<file path="src/include/rscl_pkg.sv">
// package of constants and types for the reset source and cause logic
// Contract
// pin reset enabled and pin low holds the device in reset, weak pull-up on
// a filter on the pin path ignores short glitch pulses
// no internal source drives the reset pin low; it is input only
// pin reset disabled: pin is a general input, software owns the pull-up
// watchdog timeout resets and updates timeout and powerdown flags; the code clears only the timeout flag and keeps powerdown
// window violation reset clears violation flag, sets timeout, pc to zero
// reset instruction resets and clears the reset instruction flag
// stack over or underflow resets only if enabled, and sets its flag
// programming mode exit acts exactly like a power-on reset
// power-up timer optionally delays after power-on or brown-out, active-low enable
// run waits for power-up timer and pin release after power or brown-out
// timer runs independent of pin; pin release after expiry starts in 10 cycles
// power-on sets power flags 0011 110x and status 1 1000
// power-on always sets the timeout flag
// brown-out sets power flags 00uu 11u0, timeout and powerdown set
// watchdog timeout reset clears watchdog flag and timeout flag, pc zero
// watchdog wake clears timeout and powerdown, keeps power flags, no reset
// pin reset in run clears only the pin reset flag
// pin reset in sleep clears pin flag, sets timeout, clears powerdown
// interrupt wake sets timeout, clears powerdown; vector 0004h if enabled
// every true reset loads pc 0000h; wake-ups do not
// power-up timer nominal 64 ms, enabled when its config bit is clear
// pin reset enabled if pin enable or low voltage programming is 1
// hardware clears active-low cause flags; firmware sets them to re-arm
// all sources combine into one reset, release synchronised to clock
package rscl_pkg;
    localparam int unsigned CLK_MHZ = 250;
    localparam int unsigned PUT_MS = 64;
    localparam int unsigned PUT_CYCLES = PUT_MS * 1000 * CLK_MHZ;
    localparam int unsigned START_CYCLES = 10;
    localparam int unsigned GLITCH_CYCLES = 4;
    localparam logic [31:0] REG_POWER_CTRL = 32'h0000_0000;
    localparam logic [31:0] REG_STATUS = 32'h0000_0004;
    localparam logic [31:0] REG_CAUSE_EVT = 32'h0000_0008;
    localparam int unsigned PC_STACK_OVER = 7;
    localparam int unsigned PC_STACK_UNDER = 6;
    localparam int unsigned PC_WINDOW = 5;
    localparam int unsigned PC_WATCHDOG = 4;
    localparam int unsigned PC_PIN = 3;
    localparam int unsigned PC_INSTR = 2;
    localparam int unsigned PC_POWERON = 1;
    localparam int unsigned PC_BROWNOUT = 0;
    localparam int unsigned ST_TIMEOUT = 1;
    localparam int unsigned ST_POWERDOWN = 0;
    localparam int unsigned ST_PULLUP = 2;
    localparam logic [7:0] PWR_FLAGS_POR_VAL = 8'h3C;
    localparam logic [1:0] STAT_POR_VAL = 2'h3;
    localparam logic [15:0] RESET_VECTOR = 16'h0000;
    localparam logic [15:0] INT_VECTOR = 16'h0004;
    typedef enum logic [1:0] {
        RSCL_HOLD = 2'b00,
        RSCL_WAIT = 2'b01,
        RSCL_START = 2'b11,
        RSCL_RUN = 2'b10
    } rscl_state_t;
endpackage

</file>
<file path="src/core/rscl_top.sv">
// reset combiner, start-up sequencer and cause flags with apb access
`timescale 1ns/10ps
`default_nettype none
module rscl_top #(
    parameter int unsigned PUT_COUNT = rscl_pkg::PUT_CYCLES,
    parameter int unsigned GLITCH_COUNT = rscl_pkg::GLITCH_CYCLES
) (
    input wire logic core_clk,
    input wire logic sys_rst,
    input wire logic psel,
    input wire logic penable,
    input wire logic pwrite,
    input wire logic [31:0] paddr,
    input wire logic [31:0] pwdata,
    output logic [31:0] prdata,
    output logic pready,
    output logic pslverr,
    input wire logic ext_reset_pin,
    output logic ext_reset_pin_oe,
    output logic ext_reset_pin_out,
    output logic ext_reset_pin_pullup,
    output logic ext_reset_pin_gpio,
    input wire logic pin_reset_enable,
    input wire logic low_voltage_prog,
    input wire logic powerup_timer_enable_n,
    input wire logic stack_reset_enable,
    input wire logic poweron_evt,
    input wire logic brownout_evt,
    input wire logic prog_mode_exit,
    input wire logic watchdog_timeout,
    input wire logic window_violation,
    input wire logic reset_instr,
    input wire logic stack_overflow,
    input wire logic stack_underflow,
    input wire logic sleeping,
    input wire logic watchdog_wake,
    input wire logic int_wake,
    input wire logic global_int_enable,
    output logic core_reset,
    output logic pc_load,
    output logic [15:0] pc_load_value,
    output logic wake_continue,
    output logic [7:0] power_control_flags,
    output logic timeout_flag,
    output logic powerdown_flag
);
    localparam int unsigned PW = $clog2(PUT_COUNT + 1);
    localparam int unsigned GW = $clog2(GLITCH_COUNT + 1);
    localparam logic [PW-1:0] PUT_LAST = PW'(PUT_COUNT);
    localparam logic [GW-1:0] GLITCH_LAST = GW'(GLITCH_COUNT);
    localparam logic [3:0] START_LAST = 4'(rscl_pkg::START_CYCLES);

    typedef struct packed {
        rscl_pkg::rscl_state_t state;
        logic [PW-1:0] put_cnt;
        logic put_done;
        logic [GW-1:0] flt_cnt;
        logic pin_low;
        logic [3:0] start_cnt;
        logic [7:0] pwr_flags;
        logic timeout;
        logic powerdown;
        logic sw_pullup;
        logic pc_load;
        logic [15:0] pc_val;
        logic wake;
        logic [31:0] rdata;
    } rscl_reg_t;

    rscl_reg_t s_q;
    rscl_reg_t s_d;
    logic pin_en;
    logic hold_pin;
    logic power_evt;
    logic stack_rst;
    logic soft_rst;
    logic apb_acc;
    logic addr_ok;

    function automatic logic [7:0] rscl_fw_write(input logic [7:0] cur, input logic [7:0] wr);
        // sticky-high flags may be cleared, active-low flags may be set; hardware wins elsewhere
        rscl_fw_write = wr;
        rscl_fw_write[rscl_pkg::PC_STACK_OVER] = cur[rscl_pkg::PC_STACK_OVER] & wr[rscl_pkg::PC_STACK_OVER];
        rscl_fw_write[rscl_pkg::PC_STACK_UNDER] = cur[rscl_pkg::PC_STACK_UNDER] & wr[rscl_pkg::PC_STACK_UNDER];
    endfunction

    always_comb begin
        pin_en = pin_reset_enable | low_voltage_prog;
        power_evt = poweron_evt | brownout_evt | prog_mode_exit;
        stack_rst = stack_reset_enable & (stack_overflow | stack_underflow);
        hold_pin = pin_en & s_q.pin_low;
        soft_rst = watchdog_timeout | window_violation | reset_instr | stack_rst;
        apb_acc = psel & penable;
        addr_ok = (paddr == rscl_pkg::REG_POWER_CTRL) | (paddr == rscl_pkg::REG_STATUS) |
            (paddr == rscl_pkg::REG_CAUSE_EVT);
        s_d = s_q;
        s_d.pc_load = 1'b0;
        s_d.wake = 1'b0;
        // glitch filter: pin must stay at a new level for the full count
        if (ext_reset_pin == s_q.pin_low) begin
            if (s_d.flt_cnt == GLITCH_LAST) begin
                s_d.pin_low = ~ext_reset_pin;
                s_d.flt_cnt = '0;
            end else begin
                s_d.flt_cnt = s_q.flt_cnt + GW'(1);
            end
        end else begin
            s_d.flt_cnt = '0;
        end
        // firmware access first so hardware events below win
        if (apb_acc & pwrite) begin
            if (paddr == rscl_pkg::REG_POWER_CTRL) begin
                s_d.pwr_flags = rscl_fw_write(s_q.pwr_flags, pwdata[7:0]);
            end
            if (paddr == rscl_pkg::REG_STATUS) begin
                s_d.sw_pullup = pwdata[rscl_pkg::ST_PULLUP];
            end
        end
        // power-up timer runs independent of the pin
        if (!s_q.put_done) begin
            if (powerup_timer_enable_n || s_q.put_cnt == PUT_LAST) begin
                s_d.put_done = 1'b1;
            end else begin
                s_d.put_cnt = s_q.put_cnt + PW'(1);
            end
        end
        unique case (s_q.state)
            rscl_pkg::RSCL_HOLD: begin
                s_d.state = rscl_pkg::RSCL_WAIT;
            end
            rscl_pkg::RSCL_WAIT: begin
                if (s_q.put_done && !hold_pin) begin
                    s_d.state = rscl_pkg::RSCL_START;
                    s_d.start_cnt = '0;
                end
            end
            rscl_pkg::RSCL_START: begin
                if (hold_pin) begin
                    s_d.state = rscl_pkg::RSCL_WAIT;
                end else if (s_q.start_cnt == START_LAST - 4'h1) begin
                    s_d.state = rscl_pkg::RSCL_RUN;
                    s_d.pc_load = 1'b1;
                    s_d.pc_val = rscl_pkg::RESET_VECTOR;
                end else begin
                    s_d.start_cnt = s_q.start_cnt + 4'h1;
                end
            end
            rscl_pkg::RSCL_RUN: begin
                if (hold_pin) begin
                    s_d.pwr_flags[rscl_pkg::PC_PIN] = 1'b0;
                    if (sleeping) begin
                        s_d.timeout = 1'b1;
                        s_d.powerdown = 1'b0;
                    end
                    s_d.state = rscl_pkg::RSCL_WAIT;
                end else if (soft_rst) begin
                    if (window_violation) begin
                        s_d.pwr_flags[rscl_pkg::PC_WINDOW] = 1'b0;
                        s_d.timeout = 1'b1;
                    end
                    if (watchdog_timeout) begin
                        s_d.pwr_flags[rscl_pkg::PC_WATCHDOG] = 1'b0;
                        s_d.timeout = 1'b0;
                    end
                    if (reset_instr) begin
                        s_d.pwr_flags[rscl_pkg::PC_INSTR] = 1'b0;
                    end
                    if (stack_rst && stack_overflow) begin
                        s_d.pwr_flags[rscl_pkg::PC_STACK_OVER] = 1'b1;
                    end
                    if (stack_rst && stack_underflow) begin
                        s_d.pwr_flags[rscl_pkg::PC_STACK_UNDER] = 1'b1;
                    end
                    s_d.state = rscl_pkg::RSCL_START;
                    s_d.start_cnt = '0;
                end else if (sleeping && watchdog_wake) begin
                    s_d.timeout = 1'b0;
                    s_d.powerdown = 1'b0;
                    s_d.wake = 1'b1;
                end else if (sleeping && int_wake) begin
                    s_d.timeout = 1'b1;
                    s_d.powerdown = 1'b0;
                    s_d.wake = 1'b1;
                    if (global_int_enable) begin
                        s_d.pc_load = 1'b1;
                        s_d.pc_val = rscl_pkg::INT_VECTOR;
                    end
                end
            end
        endcase
        // power events restart the sequencer and power-up timer like a fresh power-on
        if (power_evt) begin
            s_d.state = rscl_pkg::RSCL_HOLD;
            s_d.put_cnt = '0;
            s_d.put_done = 1'b0;
            s_d.timeout = 1'b1;
            s_d.powerdown = 1'b1;
            if (poweron_evt || prog_mode_exit) begin
                s_d.pwr_flags = rscl_pkg::PWR_FLAGS_POR_VAL;
                s_d.pwr_flags[rscl_pkg::PC_BROWNOUT] = s_q.pwr_flags[rscl_pkg::PC_BROWNOUT];
            end else begin
                s_d.pwr_flags[rscl_pkg::PC_STACK_OVER] = 1'b0;
                s_d.pwr_flags[rscl_pkg::PC_STACK_UNDER] = 1'b0;
                s_d.pwr_flags[rscl_pkg::PC_PIN] = 1'b1;
                s_d.pwr_flags[rscl_pkg::PC_INSTR] = 1'b1;
                s_d.pwr_flags[rscl_pkg::PC_BROWNOUT] = 1'b0;
            end
        end
        // read data registered in the setup phase
        s_d.rdata = '0;
        if (psel && !penable && !pwrite) begin
            if (paddr == rscl_pkg::REG_POWER_CTRL) begin
                s_d.rdata = {24'h000000, s_q.pwr_flags};
            end else if (paddr == rscl_pkg::REG_STATUS) begin
                s_d.rdata = {29'h00000000, s_q.sw_pullup, s_q.timeout, s_q.powerdown};
            end else if (paddr == rscl_pkg::REG_CAUSE_EVT) begin
                s_d.rdata = {29'h00000000, s_q.pin_low, s_q.state};
            end
        end
    end

    always_ff @(posedge core_clk or posedge sys_rst) begin
        if (sys_rst) begin
            s_q <= '0;
            s_q.state <= rscl_pkg::RSCL_HOLD;
            s_q.pwr_flags <= rscl_pkg::PWR_FLAGS_POR_VAL;
            s_q.timeout <= rscl_pkg::STAT_POR_VAL[rscl_pkg::ST_TIMEOUT];
            s_q.powerdown <= rscl_pkg::STAT_POR_VAL[rscl_pkg::ST_POWERDOWN];
        end else begin
            s_q <= s_d;
        end
    end

    always_comb begin
        pready = 1'b1;
        pslverr = apb_acc & ~addr_ok;
        prdata = s_q.rdata;
        ext_reset_pin_oe = 1'b0;
        ext_reset_pin_out = 1'b0;
        ext_reset_pin_pullup = pin_en | s_q.sw_pullup;
        ext_reset_pin_gpio = ~pin_en & ext_reset_pin;
        core_reset = (s_q.state != rscl_pkg::RSCL_RUN);
        pc_load = s_q.pc_load;
        pc_load_value = s_q.pc_val;
        wake_continue = s_q.wake;
        power_control_flags = s_q.pwr_flags;
        timeout_flag = s_q.timeout;
        powerdown_flag = s_q.powerdown;
    end
endmodule
`default_nettype wire

</file>
<file path="config.mk">
export PLATFORM = sky130hd
export DESIGN_NAME = rscl_top
export DESIGN_NICKNAME = d
export VERILOG_FILES = /design/src/include/rscl_pkg.sv /design/src/core/rscl_top.sv
export SDC_FILE = /design/constraint.sdc
export NUM_CORES = 1
export LEC_CHECK = 0
export ABC_AREA = 1
export BUFFER_PORTS_ARGS = -buffer_cell sky130_fd_sc_hd__buf_2
export CAP_MARGIN = 20
export CORE_MARGIN = 2
export CORE_UTILIZATION = 40
export DETAILED_ROUTE_END_ITERATION = 10
export PLACE_DENSITY = 0.67
export SYNTH_ARGS = -nofsm -noshare
export SYNTH_HDL_FRONTEND = slang
export SYNTH_SLANG_ARGS = --single-unit
</file>
<file path="constraint.sdc">
create_clock -name core_clk -period 3.1 [get_ports core_clk]
set_input_delay 0.155 -clock core_clk [delete_from_list [all_inputs] [get_ports core_clk]]
set_output_delay 0.155 -clock core_clk [all_outputs]
set_load 0.005 [all_outputs]
</file>
# Yosys cells after proc, flatten, opt, wreduce, memory -nomap -nowiden
# Index checks and enable logic that the tools add are counted.
# word_totals
register_bits	96
latchBits	0
mem_bits_rw	0
romBits	0
in_bits	86
out_inout_bits	67
elab_cells	154
n_memories	0
# classes
add_sub_neg	3
mul	0
n_div	0
order_cmp	0
n_eq_ne	29
n_shift	0
mux	56
bitwise_logic	21
reduce_logical	30
# op_table
operator	n
two-way mux 17 bit	4
two-way mux 18 bit	3
two-way mux 8 bit	6
case mux 17 bit (2 select lines)	1
== test 32 x 3 -> 1 bit (second input constant)	1
== test 32 x 4 -> 1 bit (second input constant)	1
logical NOT 32 bit	1
two-way mux 27 bit	1
!= test 2 bit (second input constant)	13
two-way mux 25 bit	1
adder 24 x 1 -> 24 bit (second input constant)	1
== test 24 bit (second input constant)	1
two-way mux 24 bit	1
two-way mux 2 bit	11
two-way mux 1 bit	17
two-way mux 3 bit	4
two-way mux 4 bit	3
case mux 4 bit (3 select lines)	1
two-way mux 10 bit	1
bitwise OR 1 bit	10
AND 1 bit	8
!= test 4 bit (second input constant)	2
case mux 2 bit (4 select lines)	1
AND reduction 4 bit	2
25 further kinds	44

# Logic depth before layout (Yosys ltp)
# Gate-level depths: netlist of the first run.
# logic_depth
ltp_word	9
mapped_depth	11
depth_no_buf	11

# Worst setup path before layout of the first run
# No wires, ideal clock.
# synth_path
kind	register -> register
start	register s_q[70] in the netlist's numbering
end	register s_q[90] in the netlist's numbering
setup_time_ns	0.113
t_arrival_ns	1.357
required_time_ns	2.987
setup_slack_ns	1.631
stages_incl_launch_ff	11
n_path_buf	0
synth_period_minus_slack_ns	1.469
path_cell_list	dfrtp_1 ha_1 nand2_2 nor2_4 nand3_2 nor2_4 nand2_2 o21ai_1 nand2_1 nand2_1 inv_1
# synth_between
elab_chain_cells	4
elab_cells_between_ends	8
classes_between	add/sub (1); eq/ne (2); mux (3); reduce/logical (2)
# synth_rtl
element	line_no	source
start: declaration	rscl_top.sv:70	rscl_reg_t s_q;
adder 24 x 1 -> 24 bit / == test 24 bit (equally long branches)	rscl_top.sv:124, rscl_top.sv:121	
two-way mux 24 bit / logical OR 1 bit (equally long branches)	rscl_top.sv:121	if (powerup_timer_enable_n || s_q.put_cnt == PUT_LAST) begin
two-way mux 25 bit / != test 2 bit (equally long branches)	-	
two-way mux 27 bit / AND reduction 2 bit (equally long branches)	-	
# Parallel ways exist; a longest one is shown, timed or not. The select of a mux whose other input is x is not followed.
# A chain may end at the register's enable or synchronous reset.

# Worst setup path after layout of the first run
# layout_path
start	register s_q[70] in the netlist's numbering
end	register s_q[86] in the netlist's numbering
# Same word-level chain as after synthesis.

==> implementation parameters, run 1 <==
Parameter                              Value

Layout
  Proportion of layout cells with a drive suffix above 1 ... between 20% and 30%
  Layout Area Growth over Synthesis ... 11.2%
  Count of placed standard cells in the final layout, fillers left out ... 790
  Count of inserted antenna diode cells ... 0
  Fraction of the core area covered by cells at the end of the flow ... about 46%
  Cell area after layout ... between 0.004 and 0.005 mm^2
  Post-layout net count ... between 700 and 800

Synthesis
  Post-synth EDFFs ... 0
  Cell area after synthesis ... slightly above 0.004 mm^2
  Fraction of synthesis flops using an asynchronous set or reset pin ... 100%
  Cell taking the most area after synthesis ... sky130_fd_sc_hd__dfrtp_1
  Flip-flop cell with the highest count after synthesis ... sky130_fd_sc_hd__dfrtp_1
  Leading cell types by total area after synthesis ... sky130_fd_sc_hd__dfrtp_1 (32%), sky130_fd_sc_hd__nand2_1 (14%), sky130_fd_sc_hd__buf_4 (11%)
  Post-synth top area share ... 31.7%
  Sequential cell area fraction in the yosys report ... between 30% and 40%
  Number of different library cells in the post-synthesis netlist ... 37
  Number of synthesized register bits ... between 50 and 60
  Mapped Avg Cell Area ... roughly 7 um^2
  Count of yosys warnings during synthesis ... 0
  Post-Syn Instances ... around 580

Routing
  Total wirelength of the detailed-routed design ... 9350 um
  Drt pass-1 iters ... 5
  First DRT Iteration DRCs ... 230
  Via total after detailed routing ... ~3700
  Count of unresolved DRC violations after routing ... 0
  Count of nets left with antenna violations after detail routing ... 0
  Wirelength per Cell ... 11.8 um
  Avg Vias per Cell ... approximately 4.7

Die
  Standard-cell row count ... 36
  Effective utilization at floorplan ... a little over 40%
  Die area ... around 0.011 mm^2
  Area inside the core boundary ... 0.00977 mm^2
  Vertical die dimension ... around 100 um
  I/O Pins ... 153
  Die width ... 104 um

Worst setup path
  Sort of element at the end of the critical path ... flip-flop
  Data arrival time at the worst-slack endpoint ... between 2 and 2.5 ns
  Type of element launching the critical path ... flip-flop
  Startpoint-to-endpoint class of the critical path ... reg2reg
  Largest driver fanout on the critical path ... 13
  Critical path data required time ... approximately 3.4 ns

Clock network
  Postcts setup bufs ... 0
  Source-to-sink clock delay at the later pin of the worst-skew pair ... about 0.35 ns
  Number of instances resized during post-cts repair ... 0
  CTS Hold Buffers Added ... 0
  Root Buffer ... sky130_fd_sc_hd__clkbuf_8
  Total CTS buffers ... 9
  Clock sink total ... between 50 and 60
  Maximum count of clock buffers along a single path ... 2
  Clock Pin Slew Worst Setup and Hold Paths ... around 0.07 ns
  H-tree depth ... 3
  CTS tree ... done

Place
  Area after detailed placement ... 0.00430 mm^2
  Estimated wirelength of the detail-placed design ... about 7300 um
  Routability-driven placement congestion ratio ... approximately 0.83
  PortBufs ... 86
  Number of cells after detailed placement ... 774

Power and ir drop
  Areal power density over the cells ... approximately 370 mW/mm^2
  LEAKAGE ... around 2.3 nW
  Worst voltage drop across the vdd grid ... approximately 0.00018 V

GRT
  Via count of the first global-routing pass ... 3459
  Gr usage total ... between 10% and 20%
  Antenna violations before repair ... 0
  Aggregate global routing overflow ... 0
  Wire length of the first global-routing pass ... about 16000 um
  Largest net degree at the start of global routing ... between 40 and 50

STA
  Sum of negative setup slack ... 0 ns
  Setup repair after global routing missed its margin ... false
  Final number of hold-violating endpoints ... 32
  Total setup violations reported at the end of the flow ... 0
  Final setup skew ... a little over 0.009 ns
  Max_slew headroom ... 44.2%
  Worst-margin pin slew ... 0.836 ns
  Post-route worst hold slack ... -0.0180 ns
  Maximum clock rate ... about 540 MHz
  Number of max-slew violations in the final report ... 0
  Portion of the clock cycle consumed by the worst path in the final layout ... 59.8%
  Time the final worst path needs with I/O delays and setup ... ~1.9 ns

Run
  # Max-Cap Violations ... 0

Status
  Violated checks ... hold timing
  Result of the run ... finished, violations left

Worst hold path
  HP Class ... in2async
-- path summary, 6_finish.rpt --
kind	from	end	slack, ns	cells past startpoint
max	s_q[70]$_DFFE_PP0P_	s_q[86]$_DFFE_PP0P_	1.25	10
min	sys_rst	s_q[64]$_DFFE_PP0P_	-0.02	2
max reg2reg	s_q[70]$_DFFE_PP0P_	s_q[86]$_DFFE_PP0P_	1.25	10
min reg2reg	s_q[66]$_DFF_PP0_	s_q[66]$_DFF_PP0_	0.47	1
max in group asynchronous	sys_rst	prdata[3]$_DFF_PP0_	2.46	3
min in group core_clk	poweron_evt	power_control_flags[4]$_DFF_PP1_	0.03	3
-- worst max-delay path, stage by stage, from the launching register on --
cell and delay, ns:
sky130_fd_sc_hd__dfrtp_1 0.45, sky130_fd_sc_hd__inv_1 0.12, sky130_fd_sc_hd__ha_1 0.15, sky130_fd_sc_hd__nand3_1 0.08
sky130_fd_sc_hd__nor2_2 0.14, sky130_fd_sc_hd__nand3_2 0.13, sky130_fd_sc_hd__nand2_4 0.19, sky130_fd_sc_hd__nand2_4 0.14
sky130_fd_sc_hd__inv_2 0.19, sky130_fd_sc_hd__nand2_1 0.08, sky130_fd_sc_hd__o21ai_1 0.10
-- flip-flops by register name (all words and copies together), names as in the netlist --
name,count
s_q,36
power_control_flags,8
prdata,8
pc_load,1
pc_load_value,1
powerdown_flag,1
timeout_flag,1
wake_continue,1
-- routing by layer --
metal  GRT usage, %  vias up  wire [um]
li1               -     1841          -
met1           21.6     1705       4020
met2           30.7      136       4550
met3           4.57       14        669
met4           5.50        0        115
met5              0        -          0
-- Yosys cell counts, types with 3 or more instances --
cell type                  count
sky130_fd_sc_hd__a21oi_1       4
sky130_fd_sc_hd__buf_4        59
sky130_fd_sc_hd__buf_6         3
sky130_fd_sc_hd__dfrtp_1      51
sky130_fd_sc_hd__dfstp_2       6
sky130_fd_sc_hd__ha_1          6
sky130_fd_sc_hd__inv_1        60
sky130_fd_sc_hd__inv_2         6
sky130_fd_sc_hd__nand2_1     147
sky130_fd_sc_hd__nand2_2       4
sky130_fd_sc_hd__nand3_1      45
sky130_fd_sc_hd__nand3b_1      5
sky130_fd_sc_hd__nand4_1       4
sky130_fd_sc_hd__nor2_1       90
sky130_fd_sc_hd__nor2_2       10
sky130_fd_sc_hd__nor2_4        3
sky130_fd_sc_hd__nor3_1       17
sky130_fd_sc_hd__nor3b_1       3
sky130_fd_sc_hd__o21ai_0      11
sky130_fd_sc_hd__o21ai_1      11
sky130_fd_sc_hd__xnor2_1       3
sky130_fd_sc_hd__xor2_1        8
-- per-stage QoR --
step / setup slack, ns / total power, mW
3_5_place_dp: 1.29 / 1.05
6_report: 1.25 / 1.65
3_3_place_gp: 1.34 / 1.04
4_1_cts: 1.27 / 1.66
2_1_floorplan: 1.56 / 0.996
5_1_grt: 1.07 / 1.74
-- cells by family after synthesis --
family	after synthesis	synth area share (%)
DFF	57	35.7
and+or+nand+nor	338	37.3
xor gates and xnor gates	11	2.40
adders and majority gates	6	1.87
AOI/OAI and AO/OA	31	4.14
buffers and inverters	132	18.5
other	2	0.187
-- cells in the final DEF (no fill, tap or decap), drive strengths merged --
cell type / synthesis / final
o21bai: 1 / 1
clkinv: 1 / 4
a31oi: 1 / 1
a21oi: 4 / 4
clkbuf: 1 / 9
ha: 6 / 6
inv: 66 / 67
nor3b: 5 / 5
a211oi: 1 / 1
buf: 64 / 89
nand4: 4 / 4
clkinvlp: 0 / 3
nand2: 153 / 153
nor3: 17 / 17
or2: 3 / 3
o21ai: 22 / 22
nand3b: 5 / 5
xor2: 8 / 8
xnor2: 3 / 3
a21boi: 1 / 1
and2: 1 / 1
nor2: 103 / 103
dfstp: 6 / 6
o21a: 1 / 1
dfrtp: 51 / 51
nand3: 47 / 47
conb: 2 / 42
-- layout make-up --
cell class                 count  area, um^2
fill                        1035        5310
multi-input combinational    428        1990
sequential                    57        1430
timing repair buffer          89         453
inverter                      67         251
tap                          133         166
clock buffer                   9         124
clock inverter                 7        46.3
-- power by group --
group | switching [mW] | internal, mW
Sequential | 0.0372 | 0.776
Clock | 0.325 | 0.287
Combinational | 0.135 | 0.0853
Total | 0.497 | 1.15
(Power assumes the default switching activity.)
==> run 2: changes to the inputs <==
Settings changed: ABC_AREA 1 to 0, PLACE_DENSITY 0.67 to 0.72.
Clock period 3.1 ns to 1.6 ns, I/O delays scaled along.
==> implementation parameters, run 2 <==
Parameter                              Value

Status
  Result of the run ... finished, violations left
  Violated checks ... setup timing

Synthesis
  Flip-flop cell with the highest count after synthesis ... sky130_fd_sc_hd__dfrtp_1
  Cell area after synthesis ... about 0.0036 mm^2
  Most used standard cell by instance count after synthesis ... sky130_fd_sc_hd__buf_4
  Post-Syn Instances ... around 390
  Leading cell types by total area after synthesis ... sky130_fd_sc_hd__dfrtp_1 (36%), sky130_fd_sc_hd__buf_4 (13%), sky130_fd_sc_hd__dfstp_2 (4.4%)
  Commonest cells post-synth ... sky130_fd_sc_hd__buf_4 (61), sky130_fd_sc_hd__dfrtp_1 (51), sky130_fd_sc_hd__nand2_1 (34)
  Post-synth top area share ... a little over a third
  Cell taking the most area after synthesis ... sky130_fd_sc_hd__dfrtp_1
  Number of different library cells in the post-synthesis netlist ... 56
  Mapped Avg Cell Area ... around 9 um^2
  Fraction of synthesis flops using an asynchronous set or reset pin ... 100%
  Count of yosys warnings during synthesis ... 0
  Sequential cell area fraction in the yosys report ... a little over 40%
  Post-synth EDFFs ... 0
  Number of synthesized register bits ... 57

Layout
  Proportion of layout cells with a drive suffix above 1 ... 39.0%
  Cell area after layout ... 0.00472 mm^2
  Most frequent cells in the layout ... sky130_fd_sc_hd__buf_2 (86), sky130_fd_sc_hd__buf_4 (63), sky130_fd_sc_hd__dfrtp_1 (49)
  Count of placed standard cells in the final layout, fillers left out ... around 650
  Count of inserted antenna diode cells ... 0
  Register name with the most flops ... s_q
  Layout Area Growth over Synthesis ... 32.4%
  Number of flip-flops in the largest register ... 36
  Post-layout net count ... roughly 630
  Most common library cell in the layout ignoring fill and taps ... sky130_fd_sc_hd__buf_2
  Fill cell count ... roughly 740

Routing
  Wirelength per Cell ... between 10 and 15 um
  Count of unresolved DRC violations after routing ... 0
  Total wirelength of the detailed-routed design ... approximately 9000 um
  Via total after detailed routing ... 3306
  Drt pass-1 iters ... 4
  Count of nets left with antenna violations after detail routing ... 0
  Avg Vias per Cell ... 5.12
  First DRT Iteration DRCs ... 110

Worst hold path
  HP Class ... in2reg
  Min-Delay Startpoint ... int_wake
  Worst hold stages ... 3
  Worst hold endpoint ... wake_continue$_DFF_PP0_

Place
  Area after detailed placement ... 0.00431 mm^2
  Routability-driven placement congestion ratio ... around 0.86
  Number of cells after detailed placement ... 617
  Estimated wirelength of the detail-placed design ... ~6800 um
  Worst slack at placement ... -0.189 ns
  PortBufs ... 86

STA
  Final number of hold-violating endpoints ... 0
  Post-route setup slack ... -0.203 ns
  Sum of negative setup slack ... -3.14 ns
  Time the final worst path needs with I/O delays and setup ... 1.80 ns
  Setup repair after global routing missed its margin ... true
  Portion of the clock cycle consumed by the worst path in the final layout ... 113%
  Number of max-slew violations in the final report ... 0
  Maximum clock rate ... 555 MHz
  Total setup violations reported at the end of the flow ... 22
  Final setup skew ... 0.00982 ns

Clock network
  Root Buffer ... sky130_fd_sc_hd__clkbuf_8
  Maximum count of clock buffers along a single path ... 2
  Total CTS buffers ... 9
  Clock Pin Slew Worst Setup and Hold Paths ... 0.06 ns
  Source-to-sink clock delay at the later pin of the worst-skew pair ... about 0.34 ns
  H-tree depth ... 3
  Clock sink total ... 57
  CTS tree ... done

Power and ir drop
  Worst voltage drop across the vdd grid ... roughly 0.00040 V
  LEAKAGE ... between 2 and 2.5 nW
  Areal power density over the cells ... 739 mW/mm^2

Die
  Die width ... between 90 and 100 um
  Area inside the core boundary ... about 0.0087 mm^2
  Die area ... about 0.0097 mm^2
  I/O Pins ... between 150 and 200
  Vertical die dimension ... around 100 um
  Effective utilization at floorplan ... 41.0%
  Standard-cell row count ... 34

Worst setup path
  Type of element launching the critical path ... flip-flop
  Critical path data required time ... around 1.8 ns
  Sort of element at the end of the critical path ... flip-flop
  Startpoint-to-endpoint class of the critical path ... reg2reg
  Capturing point of the worst reg2reg path ... s_q[74]$_DFFE_PP0P_
  Slack of the worst reg-to-reg path ... -0.20 ns
  Count of cells along the worst register-to-register path ... 9
  Data arrival time at the worst-slack endpoint ... between 2 and 2.5 ns
  R2R Path Start ... s_q[70]$_DFFE_PP0P_
  Largest driver fanout on the critical path ... 4

GRT
  Wire length of the first global-routing pass ... between 10000 and 15000 um
  Antenna violations before repair ... 0
  Via count of the first global-routing pass ... 3232
  Largest net degree at the start of global routing ... between 50 and 60
  Aggregate global routing overflow ... 0
  Gr usage total ... between 10% and 20%

Run
  # Max-Cap Violations ... 0
[run 2: what timing repair did]
action | CTS | global route
gates resized for setup | 12 | 10
hold buffers | 7 | 0
pin swaps | 7 | 7
hold endpoints to repair | 57 | 0
endpoints found under the setup margin | 28 | 32
setup buffers | 3 | 3
[run 2: critical path: stages, from the launching register on]
cell	delay, ns
sky130_fd_sc_hd__dfrtp_1	0.40
sky130_fd_sc_hd__inv_1	0.07
sky130_fd_sc_hd__ha_2	0.15
sky130_fd_sc_hd__nor4bb_4	0.26
sky130_fd_sc_hd__nand4_4	0.18
sky130_fd_sc_hd__buf_4	0.19
sky130_fd_sc_hd__o22ai_4	0.13
sky130_fd_sc_hd__buf_4	0.14
sky130_fd_sc_hd__o21ai_0	0.09
sky130_fd_sc_hd__o31ai_1	0.09
[run 2: kinds of logic after synthesis]
kind of cell / after synthesis / synth area share [%]
compound gates: 85 / 15.0
xor+xnor: 3 / 0.738
fa+ha+maj: 6 / 2.11
buf+inv: 83 / 15.6
flops: 57 / 40.3
mux: 8 / 2.28
other cells: 2 / 0.211
simple gates: 147 / 23.8
[run 2: how the worst max path moves through the flow]
| stage | to | slack [ns] | depth (start not counted) | startpoint |
|---|---|---|---|---|
| CTS | s_q[80]$_DFFE_PP0P_ | -0.19 | 8 | s_q[70]$_DFFE_PP0P_ |
| global placement | s_q[78]$_DFFE_PP0P_ | -0.19 | 7 | s_q[75]$_DFFE_PP0P_ |
| detailed placement | s_q[80]$_DFFE_PP0P_ | -0.19 | 8 | s_q[71]$_DFFE_PP0P_ |
| global route | s_q[80]$_DFFE_PP0P_ | -0.34 | 8 | s_q[70]$_DFFE_PP0P_ |
| floorplan | s_q[85]$_DFFE_PP0P_ | -0.03 | 7 | s_q[70]$_DFFE_PP0P_ |
| finish | s_q[74]$_DFFE_PP0P_ | -0.20 | 9 | s_q[70]$_DFFE_PP0P_ |
[run 2: layout make-up]
class                      instances  area [um^2]  area share (%)
multi-input combinational        291         1850            39.3
sequential                        57         1440            30.5
timing repair buffer             159         1020            21.7
tap                              108          135            2.87
clock buffer                      10          128            2.71
clock inverter                     6         82.6            1.75
inverter                          15         56.3            1.19
[run 2: power breakdown]
part,switching (mW),internal (mW)
combinational,0.278,0.223
sequential,0.0357,1.49
clock,0.587,0.868
[run 2: per-stage QoR]
stage               hold WS (ns)  util, %  power, mW
floorplan                  0.142        -       1.86
global placement           0.165     49.6       2.00
finish                    0.0139     54.3       3.48
global route              0.0301     54.3       3.63
detailed placement         0.169     49.6       2.02
CTS                      0.00800     53.6       3.50
[run 2: metal layers]
layer  wire [um]  track usage, %
met1        3590            21.2
met2        4680            33.9
met3         587            4.58
met4         170            8.01
met5           0               0
==> run 3: changes to the inputs <==
Settings changed: PLACE_DENSITY 0.72 to 0.81.
==> implementation parameters, run 3 (synthesis gave the netlist of run 2 again) <==
Parameter                              Value

Power and ir drop
  Power Total ... 3.55 mW
  LEAKAGE ... around 2.3 nW
  Worst voltage drop across the vdd grid ... around 0.00044 V
  Areal power density over the cells ... 721 mW/mm^2

Clock network
  Root Buffer ... sky130_fd_sc_hd__clkbuf_8
  Source-to-sink clock delay at the later pin of the worst-skew pair ... 0.34 ns
  Clock Pin Slew Worst Setup and Hold Paths ... 0.07 ns
  H-tree depth ... 3
  CTS tree ... done
  Clock sink total ... 57
  Maximum count of clock buffers along a single path ... 2
  Total CTS buffers ... 9

GRT
  Largest net degree at the start of global routing ... 30
  Met1 track utilization from global routing ... 20.8%
  Via count of the first global-routing pass ... around 3500
  Wire length of the first global-routing pass ... approximately 16000 um
  Layer with the highest usage after global routing ... met2
  Met3 track utilization from global routing ... 4.58%
  Met2 track demand over resource ... 39.4%
  Aggregate global routing overflow ... 0
  Gr usage total ... approximately 20%
  Antenna violations before repair ... 0

STA
  Post-route setup slack ... -0.253 ns
  Maximum clock rate ... between 500 and 600 MHz
  Setup repair after global routing missed its margin ... true
  Total setup violations reported at the end of the flow ... 24
  Time the final worst path needs with I/O delays and setup ... between 1.5 and 2 ns
  Final number of hold-violating endpoints ... 0
  Portion of the clock cycle consumed by the worst path in the final layout ... 116%
  Number of max-slew violations in the final report ... 0
  Final setup skew ... roughly 0.012 ns
  Post-route worst hold slack ... about 0.024 ns

Status
  Violated checks ... setup timing
  Result of the run ... finished, violations left

Layout
  Most frequent cells in the layout ... sky130_fd_sc_hd__buf_2 (86), sky130_fd_sc_hd__buf_4 (58), sky130_fd_sc_hd__dfrtp_1 (48)
  Count of placed standard cells in the final layout, fillers left out ... 651
  Post-layout net count ... 630
  Layout Area Growth over Synthesis ... 38.1%
  Proportion of layout cells with a drive suffix above 1 ... 42.5%
  Most common library cell in the layout ignoring fill and taps ... sky130_fd_sc_hd__buf_2
  Count of inserted antenna diode cells ... 0
  Number of flip-flops in the largest register ... 36
  Register name with the most flops ... s_q
  Fraction of the core area covered by cells at the end of the flow ... a little under three fifths

Worst setup path
  Critical path data required time ... between 1.5 and 2 ns
  Cells along the critical path ... nor4b_2 -> nand2_1 -> buf_4 -> o211ai_2 -> buf_6 -> o21ai_1 -> a21oi_1
  Type of element launching the critical path ... flip-flop
  Data arrival time at the worst-slack endpoint ... 2.11 ns
  Setup crit start ... s_q[78]$_DFFE_PP0P_
  Startpoint-to-endpoint class of the critical path ... reg2reg
  Sort of element at the end of the critical path ... flip-flop
  Crit path max-delay cell type ... sky130_fd_sc_hd__dfrtp_1
  Largest driver fanout on the critical path ... 6
  R2R Path Start ... s_q[78]$_DFFE_PP0P_
  Delay of the slowest critical-path stage ... about 0.44 ns

Routing
  Avg Vias per Cell ... 5.29
  Wirelength per Cell ... roughly 16 um
  First DRT Iteration DRCs ... between 150 and 200
  Total wirelength of the detailed-routed design ... roughly 10000 um
  Via total after detailed routing ... ~3400
  Count of unresolved DRC violations after routing ... 0
  Drt pass-1 iters ... 5
  Count of nets left with antenna violations after detail routing ... 0

Die
  Standard-cell row count ... 34
  Die area ... between 0.009 and 0.01 mm^2
  Die width ... 98.4 um
  Effective utilization at floorplan ... roughly two fifths
  Vertical die dimension ... 98.4 um
  I/O Pins ... ~150
  Area inside the core boundary ... 0.00868 mm^2

Place
  Routability-driven placement congestion ratio ... 0.849
  Number of cells after detailed placement ... 608
  PortBufs ... 86
  Worst slack at placement ... -0.170 ns
  Estimated wirelength of the detail-placed design ... 6960 um

Run
  # Max-Cap Violations ... 0

Worst hold path
  HP Class ... in2reg
  Min-Delay Startpoint ... pwdata[4]
-- run 3: cell count changes in the layout (fill, tap and decap cells not counted), moves of 3 or more --
cell	before	now
sky130_fd_sc_hd__o21ai_2	1	6
sky130_fd_sc_hd__o31ai_2	1	4
sky130_fd_sc_hd__o21ai_0	20	10
sky130_fd_sc_hd__o31ai_1	8	4
sky130_fd_sc_hd__buf_4	63	58
sky130_fd_sc_hd__buf_6	1	11
sky130_fd_sc_hd__o21ai_1	7	10
-- run 3: layout make-up --
cell class | instances | area [um^2]
clock buffers | 13 | 149
clock inverters | 3 | 65.1
fillers | 705 | 3760
inverters | 15 | 56.3
multi-input cells | 292 | 1990
flip-flops and latches | 57 | 1440
well taps | 108 | 135
repair buffers | 163 | 1080
-- run 3: worst paths after layout --
kind	depth (start not counted)	slack, ns	to
max in group asynchronous	4	0.80	power_control_flags[4]$_DFF_PP1_
min in group asynchronous	3	0.25	s_q[85]$_DFFE_PP0P_
worst min register to register	1	0.48	s_q[66]$_DFF_PP0_
worst min-delay path	3	0.02	power_control_flags[4]$_DFF_PP1_
worst max-delay path	7	-0.25	s_q[88]$_DFFE_PP0P_
worst max register to register	7	-0.25	s_q[88]$_DFFE_PP0P_
-- run 3: critical path: cells and delay by family, from the launching register on --
family	cells	cell delay, ns
AOI/OAI and AO/OA	3	0.45
DFF	1	0.44
buffers and inverters	2	0.36
and+or+nand+nor	2	0.52
-- run 3: through the flow --
step	area [um^2]	TNS, ns
floorplan	3770	-0.164
global placement	4240	-1.26
detailed placement	4240	-3.11
CTS	4820	-2.74
global route	4920	-5.97
finish	4920	-4.34
-- run 3: power breakdown --
group | internal [mW] | total (mW) | switching [mW]
clock network | 0.919 | 1.50 | 0.578
logic | 0.226 | 0.522 | 0.297
registers | 1.49 | 1.53 | 0.0372
-- run 3: per-layer routing --
metal | part of all wire (%) | routed length [um] | vias up
met4 | 2.9 | 296 | 0
met5 | 0 | 0 | -
met2 | 54 | 5460 | 182
met1 | 36 | 3660 | 1639
li1 | - | - | 1593
met3 | 7.2 | 725 | 30
-- run 3: what timing repair did --
action | in CTS | in global routing
cloned | 2 | 0
pin swaps | 34 | 16
hold endpoints to repair | 18 | 0
hold buffers | 6 | 0
gates resized for setup | 48 | 22
setup endpoints to repair | 27 | 30
buffers inserted | 18 | 1
